## src/inc/selfid_params.svh

```systemverilog
`ifndef SELFID_PARAMS_SVH
`define SELFID_PARAMS_SVH
// Register offsets (byte addresses)
`define OFF_NODE_REPORT   8'h68
`define OFF_MASK_SET      8'h70
`define OFF_MASK_CLEAR    8'h74
`define OFF_EVENT_STATUS  8'hA0
`define OFF_EVENT_MASK    8'hA4
// Status word field positions
`define FAULT_POS         31
`define GEN_LSB           16
`define GEN_W             8
`define QUAD_LSB          2
`define QUAD_W            9
// Event bits and count
`define EV_W              3
`define EV_BUS_RESET      0
`define EV_RX_DONE        1
`define EV_FAULT          2
// Reset values and quadlet tally limit
`define MASK_RESET        32'h0000_0000
`define EVENT_RESET       3'h0
`define GEN_RESET         8'h00
`define QUAD_RESET        9'h000
`define QUAD_MAX          9'h1FF
`endif

```

## src/inc/selfid_pkg.sv

```systemverilog
`include "selfid_params.svh"
package selfid_pkg;
  // State of the reception tracker
  typedef struct packed {
    logic                 fault;      // Error flag of latest reception
    logic                 err_seen;   // Error met in running reception
    logic                 receiving;  // Reception in progress
    logic [`GEN_W-1:0]    gen;        // Bus reset tally
    logic [`QUAD_W-1:0]   tally;      // Quadlets written this round
  } tracker_state_type;
  // State of the register bank
  typedef struct packed {
    logic [31:0]          mask;       // Upper channel enables
    logic [`EV_W-1:0]     ev_status;  // Sticky events
    logic [`EV_W-1:0]     ev_mask;    // Event enables
    logic [31:0]          rdata;      // Read data
    logic                 irq;        // Interrupt level
    logic                 iso_accept; // Packet accept decision
    logic                 buf_valid;  // Buffer contents defined
  } bank_state_type;
endpackage : selfid_pkg

```

## src/inc/selfid_track_if.sv

```systemverilog
`timescale 1ns/100ps
`default_nettype none
`include "selfid_params.svh"
interface selfid_track_if;
  logic                bus_reset;  // Bus reset seen
  logic                rx_start;   // Reception begins
  logic                rx_quad;    // Quadlet written to buffer
  logic                rx_done;    // Reception ends
  logic                rx_err;     // Hardware or host write error
  logic                fault;      // Error flag
  logic                receiving;  // Reception in progress
  logic                err_hit;    // Error taken this cycle
  logic                done_hit;   // End taken this cycle
  logic [`GEN_W-1:0]   gen;        // Bus reset tally
  logic [`QUAD_W-1:0]  tally;      // Quadlet tally
  // Bank side drives events
  modport bank (output bus_reset, rx_start, rx_quad, rx_done, rx_err,
                input fault, receiving, err_hit, done_hit, gen, tally);
  // Tracker side keeps the status fields
  modport tracker (input bus_reset, rx_start, rx_quad, rx_done, rx_err,
                   output fault, receiving, err_hit, done_hit, gen, tally);
endinterface : selfid_track_if
`default_nettype wire

```

## src/hw/selfid_status_iso_mask_high.sv

```systemverilog
// How it works
// RULE1 - Error during reception sets fault flag bit 31
// RULE2 - Fault set means buffer contents undefined
// RULE3 - Clean reception end clears the fault flag
// RULE4 - Hardware faults and host write errors count
// RULE5 - Each bus reset steps the 8-bit tally
// RULE6 - Tally wraps from 255 to zero
// RULE7 - Bits 10..2 count written buffer quadlets
// RULE8 - Quadlet tally zeroed when reception starts
// RULE9 - Bits 30..24 read as zero
// RULE10 - Bits 15..11 read as zero
// RULE11 - Bits 1..0 read as zero
// RULE12 - Upper mask gates upper channel packets
// RULE13 - Mask bit n enables channel 32+n
// RULE14 - Set and clear addresses read the mask
// RULE15 - Ones set or clear, zeros keep
// RULE16 - Software writes to status word ignored
`timescale 1ns/100ps
`default_nettype none
`include "selfid_params.svh"
module selfid_status_iso_mask_high
  import selfid_pkg::*;
(
  input  wire logic        MCLK,         // 100 MHz clock
  input  wire logic        RST_N,        // Synchronous reset, active low
  input  wire logic [7:0]  ADDR,         // Register byte address
  input  wire logic [31:0] WDATA,        // Write data
  input  wire logic        WR,           // Write strobe
  input  wire logic        RD,           // Read strobe
  output logic      [31:0] RDATA,        // Read data, cycle after RD
  input  wire logic        BUS_RESET,    // Bus reset detected
  input  wire logic        RX_START,     // Self-ID reception begins
  input  wire logic        RX_QUAD,      // Quadlet written to buffer
  input  wire logic        RX_DONE,      // Self-ID reception ends
  input  wire logic        RX_HW_ERR,    // Internal hardware fault
  input  wire logic        RX_HOST_ERR,  // Host memory write failed
  input  wire logic        ISO_VALID,    // Isochronous packet offered
  input  wire logic [5:0]  ISO_CHANNEL,  // Its channel number
  output logic             ISO_ACCEPT,   // Packet accepted
  output logic             BUF_VALID,    // Buffer contents usable
  output logic             IRQ           // Interrupt, active high
);

  bank_state_type b_q;  // Registered state
  bank_state_type b_d;  // Next state

  // Link to the status tracker
  selfid_track_if trk ();

  // Status field keeper
  selfid_tracker u_tracker (
    .clk   (MCLK),
    .rst_n (RST_N),
    .trk   (trk)
  );

  // Hardware and host errors both mark the reception
  assign trk.rx_err    = RX_HW_ERR | RX_HOST_ERR;  // RULE4
  assign trk.bus_reset = BUS_RESET;
  assign trk.rx_start  = RX_START;
  assign trk.rx_quad   = RX_QUAD;
  assign trk.rx_done   = RX_DONE;

  // Outputs come straight from the state register
  assign RDATA      = b_q.rdata;
  assign ISO_ACCEPT = b_q.iso_accept;
  assign BUF_VALID  = b_q.buf_valid;
  assign IRQ        = b_q.irq;

  // Pack the status word with zeros in unused bits
  function automatic logic [31:0] status_word(
    input logic               fault,
    input logic [`GEN_W-1:0]  gen,
    input logic [`QUAD_W-1:0] tally
  );
    logic [31:0] w;
    w = 32'h0000_0000;  // RULE9 RULE10 RULE11
    w[`FAULT_POS] = fault;  // RULE1
    w[`GEN_LSB +: `GEN_W] = gen;  // RULE5
    w[`QUAD_LSB +: `QUAD_W] = tally;  // RULE7
    return w;
  endfunction : status_word

  // Either address of the upper channel mask
  function automatic logic is_mask_addr(input logic [7:0] a);
    return (a == `OFF_MASK_SET) || (a == `OFF_MASK_CLEAR);
  endfunction : is_mask_addr

  // Next state of the bank
  always_comb begin
    logic [`EV_W-1:0] ev_set;  // Events seen this cycle
    ev_set = `EVENT_RESET;
    b_d    = b_q;

    // Event sources
    ev_set[`EV_BUS_RESET] = BUS_RESET;
    ev_set[`EV_RX_DONE]   = trk.done_hit;
    ev_set[`EV_FAULT]     = trk.err_hit;

    // Register writes
    if (WR) begin
      if (ADDR == `OFF_MASK_SET) begin
        b_d.mask = b_q.mask | WDATA;  // RULE15
      end else if (ADDR == `OFF_MASK_CLEAR) begin
        b_d.mask = b_q.mask & ~WDATA;  // RULE15
      end else if (ADDR == `OFF_EVENT_STATUS) begin
        // Write one to clear
        b_d.ev_status = b_q.ev_status & ~WDATA[`EV_W-1:0];
      end else if (ADDR == `OFF_EVENT_MASK) begin
        b_d.ev_mask = WDATA[`EV_W-1:0];
      end else begin
        // Status word and unmapped: no effect
        b_d.mask = b_q.mask;  // RULE16
      end
    end

    // New events win over a clear in the same cycle
    b_d.ev_status = b_d.ev_status | ev_set;

    // Register reads, data stand one cycle later
    b_d.rdata = 32'h0000_0000;
    if (RD) begin
      if (ADDR == `OFF_NODE_REPORT) begin
        b_d.rdata = status_word(trk.fault, trk.gen, trk.tally);
      end else if (is_mask_addr(ADDR)) begin
        b_d.rdata = b_q.mask;  // RULE14
      end else if (ADDR == `OFF_EVENT_STATUS) begin
        b_d.rdata = {{(32-`EV_W){1'b0}}, b_q.ev_status};
      end else if (ADDR == `OFF_EVENT_MASK) begin
        b_d.rdata = {{(32-`EV_W){1'b0}}, b_q.ev_mask};
      end else begin
        // Unmapped reads as zero
        b_d.rdata = 32'h0000_0000;
      end
    end

    // Upper channel gate; lower channels are not ours
    b_d.iso_accept = ISO_VALID && ISO_CHANNEL[5]
                     && b_q.mask[ISO_CHANNEL[4:0]];  // RULE12 RULE13

    // Buffer usable while the fault flag is clear and no reception is running
    b_d.buf_valid = !trk.fault && !trk.receiving;  // RULE2

    // Level interrupt from unmasked sticky events
    b_d.irq = |(b_d.ev_status & b_d.ev_mask);
  end

  // State register, synchronous reset
  always_ff @(posedge MCLK) begin
    if (!RST_N) begin
      b_q <= '{mask: `MASK_RESET, ev_status: `EVENT_RESET,
               ev_mask: `EVENT_RESET, rdata: 32'h0000_0000,
               irq: 1'b0, iso_accept: 1'b0, buf_valid: 1'b0};
    end else begin
      b_q <= b_d;
    end
  end

  chk_status_zeros: assert property (@(posedge MCLK) disable iff (!RST_N) // RULE9
    RD && ADDR == `OFF_NODE_REPORT
    |=> RDATA[30:24] == 7'h00 && RDATA[15:11] == 5'h00 && RDATA[1:0] == 2'h0)
    else $error("reserved status bits not zero");
  chk_status_fields: assert property (@(posedge MCLK) disable iff (!RST_N) // RULE7
    RD && ADDR == `OFF_NODE_REPORT
    |=> RDATA[31] == $past(trk.fault) && RDATA[23:16] == $past(trk.gen)
        && RDATA[10:2] == $past(trk.tally))
    else $error("status word fields misplaced");
  chk_mask_read: assert property (@(posedge MCLK) disable iff (!RST_N) // RULE14
    RD && is_mask_addr(ADDR) |=> RDATA == $past(b_q.mask))
    else $error("mask read mismatch");
  chk_mask_set: assert property (@(posedge MCLK) disable iff (!RST_N) // RULE15
    WR && ADDR == `OFF_MASK_SET |=> b_q.mask == ($past(b_q.mask) | $past(WDATA)))
    else $error("mask set wrong");
  chk_mask_clear: assert property (@(posedge MCLK) disable iff (!RST_N) // RULE15
    WR && ADDR == `OFF_MASK_CLEAR |=> b_q.mask == ($past(b_q.mask) & ~$past(WDATA)))
    else $error("mask clear wrong");
  chk_iso_gate: assert property (@(posedge MCLK) disable iff (!RST_N) // RULE13
    ISO_VALID && ISO_CHANNEL[5]
    |=> ISO_ACCEPT == $past(b_q.mask[ISO_CHANNEL[4:0]]))
    else $error("channel gate wrong");
  chk_iso_lower: assert property (@(posedge MCLK) disable iff (!RST_N) // RULE12
    !ISO_CHANNEL[5] |=> !ISO_ACCEPT)
    else $error("lower channel accepted");
  chk_status_write: assert property (@(posedge MCLK) disable iff (!RST_N) // RULE16
    WR && ADDR == `OFF_NODE_REPORT && !BUS_RESET |=> trk.gen == $past(trk.gen))
    else $error("status write had effect");
  chk_buf_fault: assert property (@(posedge MCLK) disable iff (!RST_N) // RULE2
    trk.fault |=> !BUF_VALID)
    else $error("buffer valid despite fault");
  chk_irq_level: assert property (@(posedge MCLK) disable iff (!RST_N)
    ##1 IRQ == |(b_q.ev_status & b_q.ev_mask))
    else $error("interrupt level wrong");
endmodule : selfid_status_iso_mask_high
`default_nettype wire

```

## src/hw/selfid_tracker.sv

```systemverilog
`timescale 1ns/100ps
`default_nettype none
module selfid_tracker
  import selfid_pkg::*;
(
  input wire logic     clk,
  input wire logic     rst_n,
  selfid_track_if.tracker trk
);
  tracker_state_type s_q;  // Registered state
  tracker_state_type s_d;  // Next state

  // Status fields straight from the state
  assign trk.fault     = s_q.fault;
  assign trk.receiving = s_q.receiving;
  assign trk.gen       = s_q.gen;
  assign trk.tally     = s_q.tally;
  assign trk.err_hit   = s_q.receiving & trk.rx_err & ~trk.rx_start;
  assign trk.done_hit  = s_q.receiving & trk.rx_done & ~trk.rx_start;

  // Next state of the tracker
  always_comb begin
    s_d = s_q;
    if (trk.bus_reset) begin
      s_d.gen = s_q.gen + `GEN_W'(1);  // RULE5 RULE6
    end
    if (trk.rx_start) begin
      // New round: count from zero, forget old errors
      s_d.receiving = 1'b1;
      s_d.err_seen  = 1'b0;
      s_d.tally     = `QUAD_RESET;  // RULE8
    end else if (s_q.receiving) begin
      if (trk.rx_quad && s_q.tally != `QUAD_MAX) begin
        s_d.tally = s_q.tally + `QUAD_W'(1);  // RULE7
      end
      if (trk.rx_err) begin
        s_d.err_seen = 1'b1;
        s_d.fault    = 1'b1;  // RULE1 RULE4
      end
      if (trk.rx_done) begin
        s_d.receiving = 1'b0;
        // An error in the closing cycle still wins
        if (!s_q.err_seen && !trk.rx_err) begin
          s_d.fault = 1'b0;  // RULE3
        end
      end
    end
  end

  // State register, synchronous reset
  always_ff @(posedge clk) begin
    if (!rst_n) begin
      s_q <= '{fault: 1'b0, err_seen: 1'b0, receiving: 1'b0,
               gen: `GEN_RESET, tally: `QUAD_RESET};
    end else begin
      s_q <= s_d;
    end
  end

  chk_gen_step: assert property (@(posedge clk) disable iff (!rst_n) // RULE5
    trk.bus_reset |=> s_q.gen == $past(s_q.gen) + `GEN_W'(1))
    else $error("bus reset tally did not step");
  chk_gen_wrap: assert property (@(posedge clk) disable iff (!rst_n) // RULE6
    trk.bus_reset && s_q.gen == 8'hFF |=> s_q.gen == 8'h00)
    else $error("bus reset tally did not wrap");
  chk_fault_set: assert property (@(posedge clk) disable iff (!rst_n) // RULE1
    trk.err_hit |=> s_q.fault)
    else $error("fault flag not set on error");
  chk_fault_clear: assert property (@(posedge clk) disable iff (!rst_n) // RULE3
    trk.done_hit && !s_q.err_seen && !trk.rx_err |=> !s_q.fault)
    else $error("fault flag not cleared on clean end");
  chk_tally_zero: assert property (@(posedge clk) disable iff (!rst_n) // RULE8
    trk.rx_start |=> s_q.tally == `QUAD_RESET)
    else $error("quadlet tally not zeroed at start");
  chk_tally_step: assert property (@(posedge clk) disable iff (!rst_n) // RULE7
    s_q.receiving && trk.rx_quad && !trk.rx_start && s_q.tally != `QUAD_MAX
    |=> s_q.tally == $past(s_q.tally) + `QUAD_W'(1))
    else $error("quadlet tally did not count");
endmodule : selfid_tracker
`default_nettype wire

```

## config.mk

```make
export PLATFORM = sky130hd
export DESIGN_NAME = selfid_status_iso_mask_high
export DESIGN_NICKNAME = d
export VERILOG_FILES = /design/src/inc/selfid_pkg.sv /design/src/inc/selfid_track_if.sv /design/src/hw/selfid_status_iso_mask_high.sv /design/src/hw/selfid_tracker.sv
export VERILOG_INCLUDE_DIRS = /design/src /design/src/inc
export SDC_FILE = /design/constraint.sdc
export NUM_CORES = 1
export LEC_CHECK = 0
export ABC_AREA = 0
export BUFFER_PORTS_ARGS = -buffer_cell sky130_fd_sc_hd__clkbuf_2
export CAP_MARGIN = 20
export CORE_MARGIN = 5
export CORE_UTILIZATION = 55
export CTS_CLUSTER_DIAMETER = 150
export CTS_CLUSTER_SIZE = 28
export DETAILED_ROUTE_END_ITERATION = 16
export PLACE_DENSITY_LB_ADDON = 0.2
export SETUP_SLACK_MARGIN = 0.05
export SYNTH_ARGS = -nofsm -noshare
export SYNTH_HDL_FRONTEND = slang
export SYNTH_HIERARCHICAL = 1
export SYNTH_SLANG_ARGS = --single-unit
```

## constraint.sdc

```tcl
create_clock -name MCLK -period 3.2 [get_ports MCLK]
set_clock_uncertainty 0.15 [all_clocks]
set_input_delay 0.16 -clock MCLK [delete_from_list [all_inputs] [get_ports MCLK]]
set_output_delay 0.16 -clock MCLK [all_outputs]
set_load 0.01 [all_outputs]
```

==> reports/metrics.cfg, run 1 <==
[finish]
fillers = 578
antenna_cells = 0
drive_gt1_frac = 0.268
syn_to_final_growth_pct = 17.5
layout_common_cells = 93 x dfxtp_1, 91 x clkbuf_2, 46 x a21oi_1
nets = 559
layout_commonest_cell = dfxtp_1

[synth]
synth_top_family_by_area = compound AO/OA/AOI/OAI gates
synth_area_per_cell_sq_um = 9.67
yosysWarnings = 6
synth_edf_count = 0
syn_nets = 486
synth_compound_area_frac = 0.192
synth_mux_area_frac = 0.0675
synth_fa_ha_area_frac = 0.00912
async_flop_share = 0
synthFlopType = dfxtp_1
ys_ff_latch = 93
ys_seq_area_frac = 0.452
syn_inst = 426
synth.distinct_cells = 45
synthXorXnorAreaFrac = 0.0128
yosys.area_share.simple = 0.139
synth_area_sq_um = 4120

[clocking]
numCtsBuffers = 9
ctsHtreeMaxLevel = 3
clk_pin_slew_ns = 0.09
clockBufferDepth = 2
cts_sinks = 93
cts_tree = yes
clkLatencyLatePin_ns = 0.35
cts_root_buffer = clkbuf_8

[setup_path]
cp-end-kind = register
r2r_cells = 5
cpMaxStageDelayCell = dlygate4sd3_1
worst-path-stages = 5
crit_type = register to register
slowest_delay_ns = 0.57
worstPathArrival_ns = 2.34
path_delay_family = multiplexers
cp-start-kind = register
crit_end = ISO_ACCEPT$_SDFF_PN0_
worstReg2RegEnd = ISO_ACCEPT$_SDFF_PN0_
worstPathMaxFanout = 3
r2r_slack_ns = 0.96
crit_buf_inv = 1
cp.required_ns = 3.29
worstPathCellList = mux4_2 -> mux2_2 -> nor3b_1 -> a2111oi_0 -> dlygate4sd3_1

[placed_design]
gp_congestion = 0.876
dpl.hpwl_microns = 6570
dp_slack_ns = 1.10
port_buffers = 91

[sta]
clock.fmax_mhz = 446
drv_slew = 0
fin_hold_ws_ns = 0.0413
fin_ws_ns = 0.955
period_needed_ns = 2.24
slew_headroom = 0.469
hold_viol_final = 0
setup_violations = 0
tightest_slew_ns = 0.795
tns_ns = 0
grt_setup_unrepaired = false
timing.final.crit_share = 0.701

[route]
drt-vias-per-instance = 5.55
post-route-drc-count = 0
totalWireLength_microns = 9460
detail_route.wl_per_cell_microns = 15.7
drt_iter0_drc = 137
antenna_left = 0
vias = 3348
drtPass1Iterations = 4

[grt]
grt_pass1_vias = 3076
grt_antenna_before_repair = 0
met2_usage = 0.348
top_usage_layer = met2
overflow = 0
grt.met1_usage = 0.263
grt.total_usage = 0.206
grtUsageMet3 = 0.0449
grt_pass1_wl_microns = 14800
grt_start_max_net_pins = 36

[pwr]
ir_worst_vdd_uv = 300
leakagePower_nw = 1.82
p_per_area_nw_per_um2 = 421

[min_path]
hp-class = input pin to register

[job]
cap_violations = 0

[floorplan]
core_sq_um = 7250
die_w_microns = 96.5
die_area_sq_um = 9320
die_height_microns = 96.5
initial_core_util = 0.568
rows = 31
pin_count = 92

[outcome]
status = completed

## Yosys cell counts, drive strengths merged (4+ instances only)
cell type / number / area (sq um)
a21oi: 46 / 230
a22oi: 19 / 143
nand4: 6 / 37.5
nor3: 5 / 25.0
buf: 56 / 417
nor2: 33 / 124
mux2: 6 / 67.6
dfxtp: 93 / 1860
or3: 5 / 31.3
o21ai: 6 / 30.0
xor2: 4 / 35.0
nand2: 15 / 56.3
mux4: 8 / 180
and2: 14 / 87.6
nand3: 8 / 40.0
a311oi: 32 / 280
inv: 7 / 26.3
nand2b: 4 / 25.0
clkbuf: 19 / 71.3
## power by group
| part | switching [mW] | internal [mW] |
|---|---|---|
| sequential | 0.00860 | 1.17 |
| clock | 0.416 | 0.283 |
| combinational | 0.0845 | 0.0805 |
| total | 0.509 | 1.53 |
## worst reg2reg max path, cell delays in order, from the launching register on
cell and delay (ns):
dfxtp_1 0.37, mux4_2 0.50, mux2_2 0.27, nor3b_1 0.18, a2111oi_0 0.10, dlygate4sd3_1 0.57
## per-stage QoR
stage,area [sq um],power (mW),util,cells
after floorplan,4120,1.27,-,426
after global placement,4280,1.33,0.590,549
after detailed placement,4280,1.33,0.590,549
after CTS,4840,2.05,0.667,603
after global routing,4840,2.12,0.667,603
final,4840,2.04,0.667,603
## routing by layer
layer / vias up / routed length, microns
met4: 0 / 119
met1: 1571 / 4170
met5: - / 0
li1: 1663 / -
met3: 12 / 564
met2: 102 / 4610
## cell families after synthesis
logic type	Yosys count
compound gates	116
simple gates	107
flops	93
xor+xnor	6
mux	17
fa+ha+maj	3
buf+inv	84
## layout make-up
cell class | instances | area (sq um) | share of cell area
Timing Repair Buffer | 137 | 896 | 0.185
Sequential cell | 93 | 1860 | 0.385
Clock inverter | 7 | 52.6 | 0.0109
Clock buffer | 9 | 124 | 0.0256
Inverter | 9 | 33.8 | 0.00698
Multi-Input combinational cell | 249 | 1750 | 0.361
Tap cell | 99 | 124 | 0.0256
## how the worst min path moves through the flow
stage / startpoint / to / depth (start not counted)
6_report: RX_QUAD / u_tracker/trk.tally[2]$_SDFFE_PP0P_ / 4
5_1_grt: BUS_RESET / u_tracker/trk.gen[1]$_SDFFE_PN0P_ / 3
4_1_cts: RX_QUAD / u_tracker/trk.tally[2]$_SDFFE_PP0P_ / 4
3_5_place_dp: WDATA[11] / register / 2
3_3_place_gp: WDATA[24] / register / 2
2_1_floorplan: ISO_CHANNEL[4] / ISO_ACCEPT$_SDFF_PN0_ / 1
## what timing repair did
action                                 in CTS  in global routing
gates resized for setup                     0                  0
setup buffers                               0                  0
endpoints found under the hold margin      35                  0
hold buffers                               38                  0
(Power assumes the default switching activity.)
==> inputs of run 2 (changes only) <==
--- a/config.mk
+++ b/config.mk
@@ -10,7 +10,7 @@
 export BUFFER_PORTS_ARGS = -buffer_cell sky130_fd_sc_hd__clkbuf_2
 export CAP_MARGIN = 20
 export CORE_MARGIN = 5
-export CORE_UTILIZATION = 55
+export CORE_UTILIZATION = 54
 export CTS_CLUSTER_DIAMETER = 150
 export CTS_CLUSTER_SIZE = 28
 export DETAILED_ROUTE_END_ITERATION = 16
==> constraint.sdc (replaced) <==
create_clock -name MCLK -period 2.3 [get_ports MCLK]
set_clock_uncertainty 0.15 [all_clocks]
set_input_delay 0.115 -clock MCLK [delete_from_list [all_inputs] [get_ports MCLK]]
set_output_delay 0.115 -clock MCLK [all_outputs]
set_load 0.01 [all_outputs]
==> reports/metrics.cfg, run 2 (synthesis results as in run 1) <==
[placed_design]
dpl.hpwl_microns = 6710
gp_congestion = 0.816
port_buffers = 91
dp.cells = 551
dp_slack_ns = 0.193

[route]
drt-vias-per-instance = 5.60
drt_iter0_drc = 111
post-route-drc-count = 0
detail_route.wl_per_cell_microns = 16.0
drtPass1Iterations = 4
vias = 3391
antenna_left = 0
totalWireLength_microns = 9670

[grt]
top_usage_layer = met2
grtUsageMet3 = 0.0416
grt_pass1_wl_microns = 15800
grt.met1_usage = 0.256
overflow = 0
grt_antenna_before_repair = 0
grt_pass1_vias = 3350
grt.total_usage = 0.204
grt_start_max_net_pins = 65
met2_usage = 0.342

[setup_path]
worstPathMaxFanout = 12
crit_type = register to register
r2r_cells = 7
timing.rr.start = u_tracker/trk.tally[0]$_SDFFE_PP0P_
r2r_slack_ns = 0.27
crit_buf_inv = 0
cp.required_ns = 2.44
cp-end-kind = register
path_delay_family = simple AND/OR/NAND/NOR gates
worstReg2RegEnd = u_tracker/trk.tally[7]$_SDFFE_PP0P_
worstPathCellList = ha_1 -> nand3_1 -> nor2_1 -> ha_1 -> nand3b_4 -> or4_1 -> a21oi_1
cpMaxStageDelayCell = or4_1
slowest_delay_ns = 0.49
cp-start-kind = register
worstPathArrival_ns = 2.17
worst_path_most_repeated_cell = ha_1

[finish]
fin_cells = 606
drive_gt1_frac = 0.276
nets = 563
antenna_cells = 0
layout_common_cells = 91 x dfxtp_1, 91 x clkbuf_2, 46 x a21oi_1
seq_area_sq_um = 1860
multi_input_area_sq_um = 1770
fillers = 566
syn_to_final_growth_pct = 19.9

[floorplan]
pin_count = 92
die_area_sq_um = 9470
core_sq_um = 7330
rows = 31
die_w_microns = 97.3
die_height_microns = 97.3
initial_core_util = 0.562

[outcome]
status = completed

[sta]
setup_violations = 0
tightest_slew_ns = 0.392
period_needed_ns = 2.03
grt_setup_unrepaired = false
fin_ws_ns = 0.268
drv_slew = 0
slew_headroom = 0.736
timing.final.crit_share = 0.884
tns_ns = 0
clock.fmax_mhz = 492
hold_viol_final = 0

[clocking]
numCtsBuffers = 9
cts_root_buffer = clkbuf_8
clkLatencyLatePin_ns = 0.35
ctsHtreeMaxLevel = 3
cts_sinks = 93
cts_tree = yes
clockBufferDepth = 2
clk_pin_slew_ns = 0.08

[min_path]
holdPathStages = 3
hp-class = input pin to register
hold_end = b_q[38]$_SDFF_PN0_
worstHoldStart = BUS_RESET

[pwr]
netSwitchingFraction = 0.229
ir_worst_vdd_uv = 329
seqPwrFrac = 0.548
leakagePower_nw = 1.87
p_per_area_nw_per_um2 = 604
power_mw = 2.98
p_int_mw = 2.30
pwr-share-clk = 0.371
p_switching_mw = 0.683
p_comb_frac = 0.081

[job]
cap_violations = 0

run 2: cell count changes in the layout (fill, tap and decap cells not counted), sizes merged:
| cell | before | now |
|---|---|---|
| clkbuf | 100 | 103 |
| clkinv | 5 | 2 |
| buf | 8 | 10 |
| clkinvlp | 4 | 2 |
| dlygate4sd3 | 38 | 40 |
| bufinv | 0 | 1 |
run 2: power groups by stage:
stage	clock network, mW	registers [mW]	logic, mW
CTS	1.12	1.63	0.233
global placement	0	1.67	0.178
detailed placement	0	1.67	0.181
finish	1.11	1.63	0.240
global route	1.19	1.64	0.263
floorplan	0	1.67	0.0952
run 2: cell type report:
class / instances / area share
multi-input combinational: 249 / 0.359
timing repair buffer: 141 / 0.191
inverter: 9 / 0.00684
tap: 99 / 0.0251
sequential: 93 / 0.378
clock inverter: 3 / 0.00912
clock buffer: 12 / 0.0314
run 2: metrics by stage:
| stage | hold slack, ns | instance area (sq um) | utilization |
|---|---|---|---|
| after floorplan | 0.0783 | 4120 | - |
| after global placement | 0.184 | 4310 | 0.588 |
| after detailed placement | 0.188 | 4310 | 0.588 |
| after CTS | 0.00176 | 4900 | 0.668 |
| after global routing | 0.00710 | 4940 | 0.673 |
| final | 0.0130 | 4940 | 0.673 |
run 2: worst max-delay path by stage:
stage	startpoint	endpoint	slack, ns	cells after the start
after global placement	u_tracker/trk.tally[0]$_SDFFE_PP0P_	u_tracker/trk.tally[5]$_SDFFE_PP0P_	0.25	7
after global routing	u_tracker/trk.tally[0]$_SDFFE_PP0P_	u_tracker/trk.tally[7]$_SDFFE_PP0P_	0.15	7
after floorplan	u_tracker/trk.tally[0]$_SDFFE_PP0P_	u_tracker/trk.tally[6]$_SDFFE_PP0P_	0.36	8
after detailed placement	u_tracker/trk.tally[0]$_SDFFE_PP0P_	u_tracker/trk.tally[7]$_SDFFE_PP0P_	0.19	7
final	u_tracker/trk.tally[0]$_SDFFE_PP0P_	u_tracker/trk.tally[7]$_SDFFE_PP0P_	0.27	7
after CTS	register	ISO_ACCEPT$_SDFF_PN0_	0.11	5
run 2: timing repair:
| action | 4_1_cts | 5_1_grt |
|---|---|---|
| buffers inserted | 0 | 0 |
| gates resized for setup | 0 | 8 |
| hold endpoints to repair | 40 | 1 |
| hold buffers | 39 | 2 |
| endpoints found under the setup margin | 0 | 3 |
run 2: metal layers:
layer	wire, microns	share of wire
met1	4230	0.44
met2	4740	0.49
met3	531	0.055
met4	172	0.018
met5	0	0
run 2: tightest hold or removal path, delay by kind of cell:
family / cells / cell delay [ns]
buffers and inverters: 1 / 0.20
AND/OR/NAND/NOR: 1 / 0.08
AO/OA/AOI/OAI: 1 / 0.09
